--- src/iobd_pkg.sv ---
package iobd_pkg;
    localparam int IOBD_ADDR_W   = 10;
    localparam int IOBD_BASE_LSB = 4;
    localparam int IOBD_SW_W     = 6;
    localparam int IOBD_UNITS    = 4;
    localparam int IOBD_UNIT_LSB = 2;
    localparam logic [1:0] IOBD_CTRL_SEL = 2'h3;
    localparam logic [1:0] IOBD_WAIT_CYCLES = 2'h1;

    typedef struct packed {
        logic [IOBD_ADDR_W-1:0] addr;
        logic                   ior;
        logic                   iow;
        logic                   aen;
    } iobd_bus_s;

    typedef struct packed {
        logic [IOBD_UNITS-1:0] unit_sel;
        logic [1:0]            reg_sel;
        logic                  rd;
        logic                  wr;
    } iobd_sel_s;
endpackage : iobd_pkg

--- src/iobd_wait.sv ---
`timescale 1ns/100ps
module iobd_wait
    import iobd_pkg::*;
(
    input  wire logic clk_sys,
    input  wire logic reset,
    input  wire logic enable,
    input  wire logic hit,
    output logic      not_ready
);
    typedef enum logic [1:0] {IDLE, WAITING, DONE} iobd_wst_e;
    typedef struct packed {
        iobd_wst_e  st;
        logic [1:0] cnt;
    } iobd_wait_s;
    iobd_wait_s s_q, s_d;

    always_comb begin
        s_d = s_q;
        unique case (s_q.st)
            IDLE: begin
                if (hit && enable) begin
                    s_d.st  = WAITING;
                    s_d.cnt = IOBD_WAIT_CYCLES - 2'h1;
                end
            end
            // a dropped strobe re-arms at once, so the next access waits too
            WAITING: begin
                if (!hit) begin
                    s_d.st = IDLE;
                end else if (s_q.cnt == 2'h0) begin
                    s_d.st = DONE;
                end else begin
                    s_d.cnt = s_q.cnt - 2'h1;
                end
            end
            DONE: begin
                if (!hit) begin
                    s_d.st = IDLE;
                end
            end
            default: s_d.st = IDLE;
        endcase
    end

    always_ff @(posedge clk_sys) begin
        if (reset) begin
            s_q <= '{st: IDLE, cnt: 2'h0};
        end else begin
            s_q <= s_d;
        end
    end

    // one wait state: ready drops in the first cycle of the access
    assign not_ready = hit && enable &&
                       (s_q.st == IDLE || (s_q.st == WAITING && s_q.cnt != 2'h0));
endmodule : iobd_wait

--- src/iobd_decoder.sv ---
`timescale 1ns/100ps
module iobd_decoder
    import iobd_pkg::*;
(
    input  wire logic                 clk_sys,
    input  wire logic                 reset,
    input  wire iobd_bus_s            bus,
    input  wire logic [IOBD_SW_W-1:0] switch_on,
    input  wire logic                 wait_enable,
    output iobd_sel_s                 sel,
    output logic                      card_hit,
    output logic                      data_drive,
    output logic                      io_not_ready
);
    typedef struct packed {
        iobd_sel_s sel;
    } iobd_dec_s;
    iobd_dec_s s_q, s_d;

    logic [IOBD_SW_W-1:0] base_bits;
    logic                 match;
    logic                 strobe;
    logic [1:0]           unit_idx;
    logic [1:0]           reg_idx;

    // switch on reads as 0
    assign base_bits = ~switch_on;
    assign match  = bus.addr[IOBD_ADDR_W-1:IOBD_BASE_LSB] == base_bits;
    assign strobe = (bus.ior || bus.iow) && !bus.aen;
    assign card_hit = match && strobe;
    assign unit_idx = bus.addr[IOBD_BASE_LSB-1:IOBD_UNIT_LSB];
    assign reg_idx  = bus.addr[IOBD_UNIT_LSB-1:0];
    // control location never drives the data bus
    assign data_drive = card_hit && bus.ior && (reg_idx != IOBD_CTRL_SEL);

    always_comb begin
        s_d = '0;
        if (card_hit) begin
            s_d.sel.unit_sel = IOBD_UNITS'(1) << unit_idx;
            s_d.sel.reg_sel  = reg_idx;
            s_d.sel.wr       = bus.iow;
            s_d.sel.rd       = bus.ior && (reg_idx != IOBD_CTRL_SEL);
        end
    end

    always_ff @(posedge clk_sys) begin
        if (reset) begin
            s_q <= '0;
        end else begin
            s_q <= s_d;
        end
    end

    assign sel = s_q.sel;

    iobd_wait u_wait (
        .clk_sys   (clk_sys),
        .reset     (reset),
        .enable    (wait_enable),
        .hit       (card_hit),
        .not_ready (io_not_ready)
    );

    // one check per unit and per switch, so a swapped line shows by name
    for (genvar u = 0; u < IOBD_UNITS; u++) begin : g_unit_chk

    end

    for (genvar i = 0; i < IOBD_SW_W; i++) begin : g_switch_chk

    end
endmodule : iobd_decoder

--- config.mk ---
export PLATFORM = sky130hd
export DESIGN_NAME = iobd_decoder
export DESIGN_NICKNAME = d
export VERILOG_FILES = /design/src/iobd_pkg.sv /design/src/iobd_wait.sv /design/src/iobd_decoder.sv
export SDC_FILE = /design/constraint.sdc
export NUM_CORES = 1
export LEC_CHECK = 0
export ABC_CLOCK_PERIOD_IN_PS = 2100
export BUFFER_PORTS_ARGS = -buffer_cell sky130_fd_sc_hd__buf_2
export CAP_MARGIN = 30
export CORE_UTILIZATION = 42
export DETAILED_ROUTE_END_ITERATION = 8
export GPL_TIMING_DRIVEN = 0
export PLACE_DENSITY = 0.84
export SYNTH_ARGS = -nofsm -noshare
export SYNTH_HDL_FRONTEND = slang
export SYNTH_HIERARCHICAL = 1
export SYNTH_SLANG_ARGS = --single-unit
--- constraint.sdc ---
create_clock -name clk_sys -period 2.1 [get_ports clk_sys]
set_input_delay 0.105 -clock clk_sys [delete_from_list [all_inputs] [get_ports clk_sys]]
set_output_delay 0.105 -clock clk_sys [all_outputs]
set_load 0.05 [all_outputs]
==> impl_metrics.tcl <==
set metrics [dict create \
    status "finished, final reports clean" \
    grt_usage 0.180 \
    worstPathCellList "buf_2 > xnor2_1 > or4_4 > buf_6 > nor2_4 > and2b_2 > and3_1 > buf_2" \
    fmax_mhz 557 \
    maxCapViolCount 0 \
    use_met3 0.0333 \
    cts_resized 0 \
    p_leak_nw 0.372 \
    vias 557 \
    period_minus_slack_ns 1.80 \
    ios 33 \
    cpMostUsedCell "buf_2" \
    syn_inst 59 \
    slew_headroom 0.576 \
    drive_above_1_share 0.505 \
    ys_warn_count 6 \
    fin_crit_sh 0.855 \
    hold_viol_final 0 \
    crit_path_start_kind "primary input" \
    met2_usage 0.315 \
    cp.arrival_ns 1.69 \
    path_clk_slew_ns 0.07 \
    synth_nets 82 \
    grt.overflow.total 0 \
    cp.required_ns 2.00 \
    cp_slowest_cell "or4_4" \
    comb_power_share 0.135 \
    synthDistinctLibCells 26 \
    start_util 0.458 \
    ys_top_cells_by_area "dfxtp_1 39%, nor4_2 8.2%, nor4b_2 4.9%, xnor2_1 4.3%, xor2_1 4.3%" \
    first_pass_iters 4 \
    cts_hold_buf 0 \
    clock_sinks 12 \
    routedWlPerCell_um 11.3 \
    clock_skew_ns 0.000666 \
    areaGrowthSynthToFinish_pct 36.5 \
    routed_wl_um 1240 \
    via_per_inst 5.06 \
    critPathMaxStageDelay_ns 0.53 \
    cts_buffer_depth 2 \
    clkPwrFrac 0.383 \
    final_common_cell "buf_2" \
    first_global_vias 455 \
    routabilityCongestion 0.764 \
    final_cell_mix "32 x buf_2, 12 x dfxtp_1, 6 x inv_1" \
    placed_area_um2 797 \
    die-area_mm2 0.00161 \
    hold_class "primary input to flip-flop" \
    rsz0062_at_grt "false" \
    dp_cells 106 \
    endpoint_kind "output port" \
    ant_nets 0 \
    synth.avg_cell_area_um2 10.3 \
    syn_area_um2 611 \
    setup_tns_ns 0 \
    fp-row-count 13 \
    pwr-share-seq 0.482 \
    cts_tree "yes" \
    finalSetupViolCount 0 \
    fp.dieH_um 40.1 \
    critPathKind "primary input to output port" \
    crit_fanout 10 \
    path_buf_inv 3 \
    diodes 0 \
    port_buffers 32 \
    clock-root-buffer "clkbuf_4" \
    hpwl_um 976 \
    ir_worst_vdd_uv 375 \
    final_area_um2 833 \
    grt_max_degree 11 \
    coreArea_mm2 0.00133 \
    grt_pass1_wl_um 1920 \
    antenna_found_initial 0 \
    postCtsSetupRepairBufs 0 \
    p_int_mw 0.361 \
    die_w_um 40.1 \
    slew_violations 0 \
    synth_area_leader_cell "dfxtp_1" \
    grt.busiest_layer "met2" \
    instances_no_fill 110 \
    ys_ff_latch 12 \
    power.switching_mw 0.112 \
    nets 119 \
    drc 0 \
    p_sw_frac 0.237 \
    drt_iter0_drc 11 \
    synthDominantCellAreaShare 0.393 \
    tightest_slew_ns 0.634 \
    synth-seq-area-share 0.393 \
    grt_util_met1 0.220 \
    h-tree-depth 1 \
    powerDensity_mw_per_mm2 567 \
    cts_buffers 3 \
    critPathTopFamily "simple AND/OR/NAND/NOR gates" \
    clock_latency_ns 0.27 \
]
==> registers in the layout, summed over array words and instances, names as in the netlist <==
register,count
sel,8
u_wait/s_q,4
==> stage by stage <==
stage                     setup slack [ns]  hold slack, ns  power (mW)  utilization
after floorplan                     0.0117           0.176       0.267            -
after global routing                 0.213          0.0773       0.498        0.625
after detailed placement             0.253           0.364       0.297        0.598
after CTS                            0.292          0.0775       0.477        0.625
after global placement               0.306           0.355       0.295        0.598
final                                0.305          0.0830       0.473        0.625
==> layer usage <==
metal  part of all wire  wire length [um]
met5                  0                 0
met2               0.52               646
met4                  0                 0
met3              0.034                42
met1               0.45               555
==> synth_stat cells (all sizes together) <==
cell,count
dfxtp,12
inv,6
nor4,5
nand2,3
nor2,3
nor3,3
xnor2,3
xor2,3
and3,2
nand2b,2
nor4b,2
o311ai,2
o31ai,2
and2,1
and2b,1
buf,1
ha,1
mux2i,1
nand3,1
nand4b,1
o21ai,1
o21bai,1
or4,1
or4b,1
==> final cells by class <==
| cell class | instances | area (um2) |
|---|---|---|
| plain buffers | 1 | 11.3 |
| clock buffers | 4 | 36.3 |
| fillers | 118 | 500 |
| inverters | 6 | 22.5 |
| multi-input cells | 40 | 344 |
| flip-flops and latches | 12 | 240 |
| well taps | 15 | 18.8 |
| repair buffers | 32 | 160 |
==> power by group through the flow <==
stage          sequential (mW)  clock, mW  combinational [mW]
2_1_floorplan            0.234          0              0.0327
3_3_place_gp             0.233          0              0.0619
3_5_place_dp             0.233          0              0.0638
4_1_cts                  0.228      0.185              0.0643
5_1_grt                  0.228      0.199              0.0708
6_report                 0.228      0.181              0.0639
==> final timing paths <==
kind	from	slack, ns	cells after the start	endpoint
worst min register to register	u_wait/s_q[0]$_SDFFE_PP0P_	0.51	2	u_wait/s_q[0]$_SDFFE_PP0P_
worst max-delay path	bus[8]	0.30	8	io_not_ready
worst max register to register	u_wait/s_q[0]$_SDFFE_PP0P_	0.60	4	u_wait/s_q[1]$_SDFFE_PP0P_
worst min-delay path	bus[5]	0.08	2	sel[6]$_SDFF_PP0_
==> worst register-to-register path: cells and delay by family (launching register included) <==
kind | cells | cell delay, ns
and+or+nand+nor | 1 | 0.52
DFF | 1 | 0.33
adders and majority gates | 1 | 0.28
AOI/OAI and AO/OA | 1 | 0.22
buffers and inverters | 1 | 0.06
==> cells by family after synthesis <==
kind of cell               Yosys count  share of synthesized area
and+or+nand+nor                     26                      0.355
DFF                                 12                      0.393
buffers and inverters                7                     0.0553
AOI/OAI and AO/OA                    6                     0.0738
xor gates and xnor gates             6                     0.0861
muxes                                1                     0.0164
adders and majority gates            1                     0.0205
No activity file was read; power rests on OpenSTA's default activity.
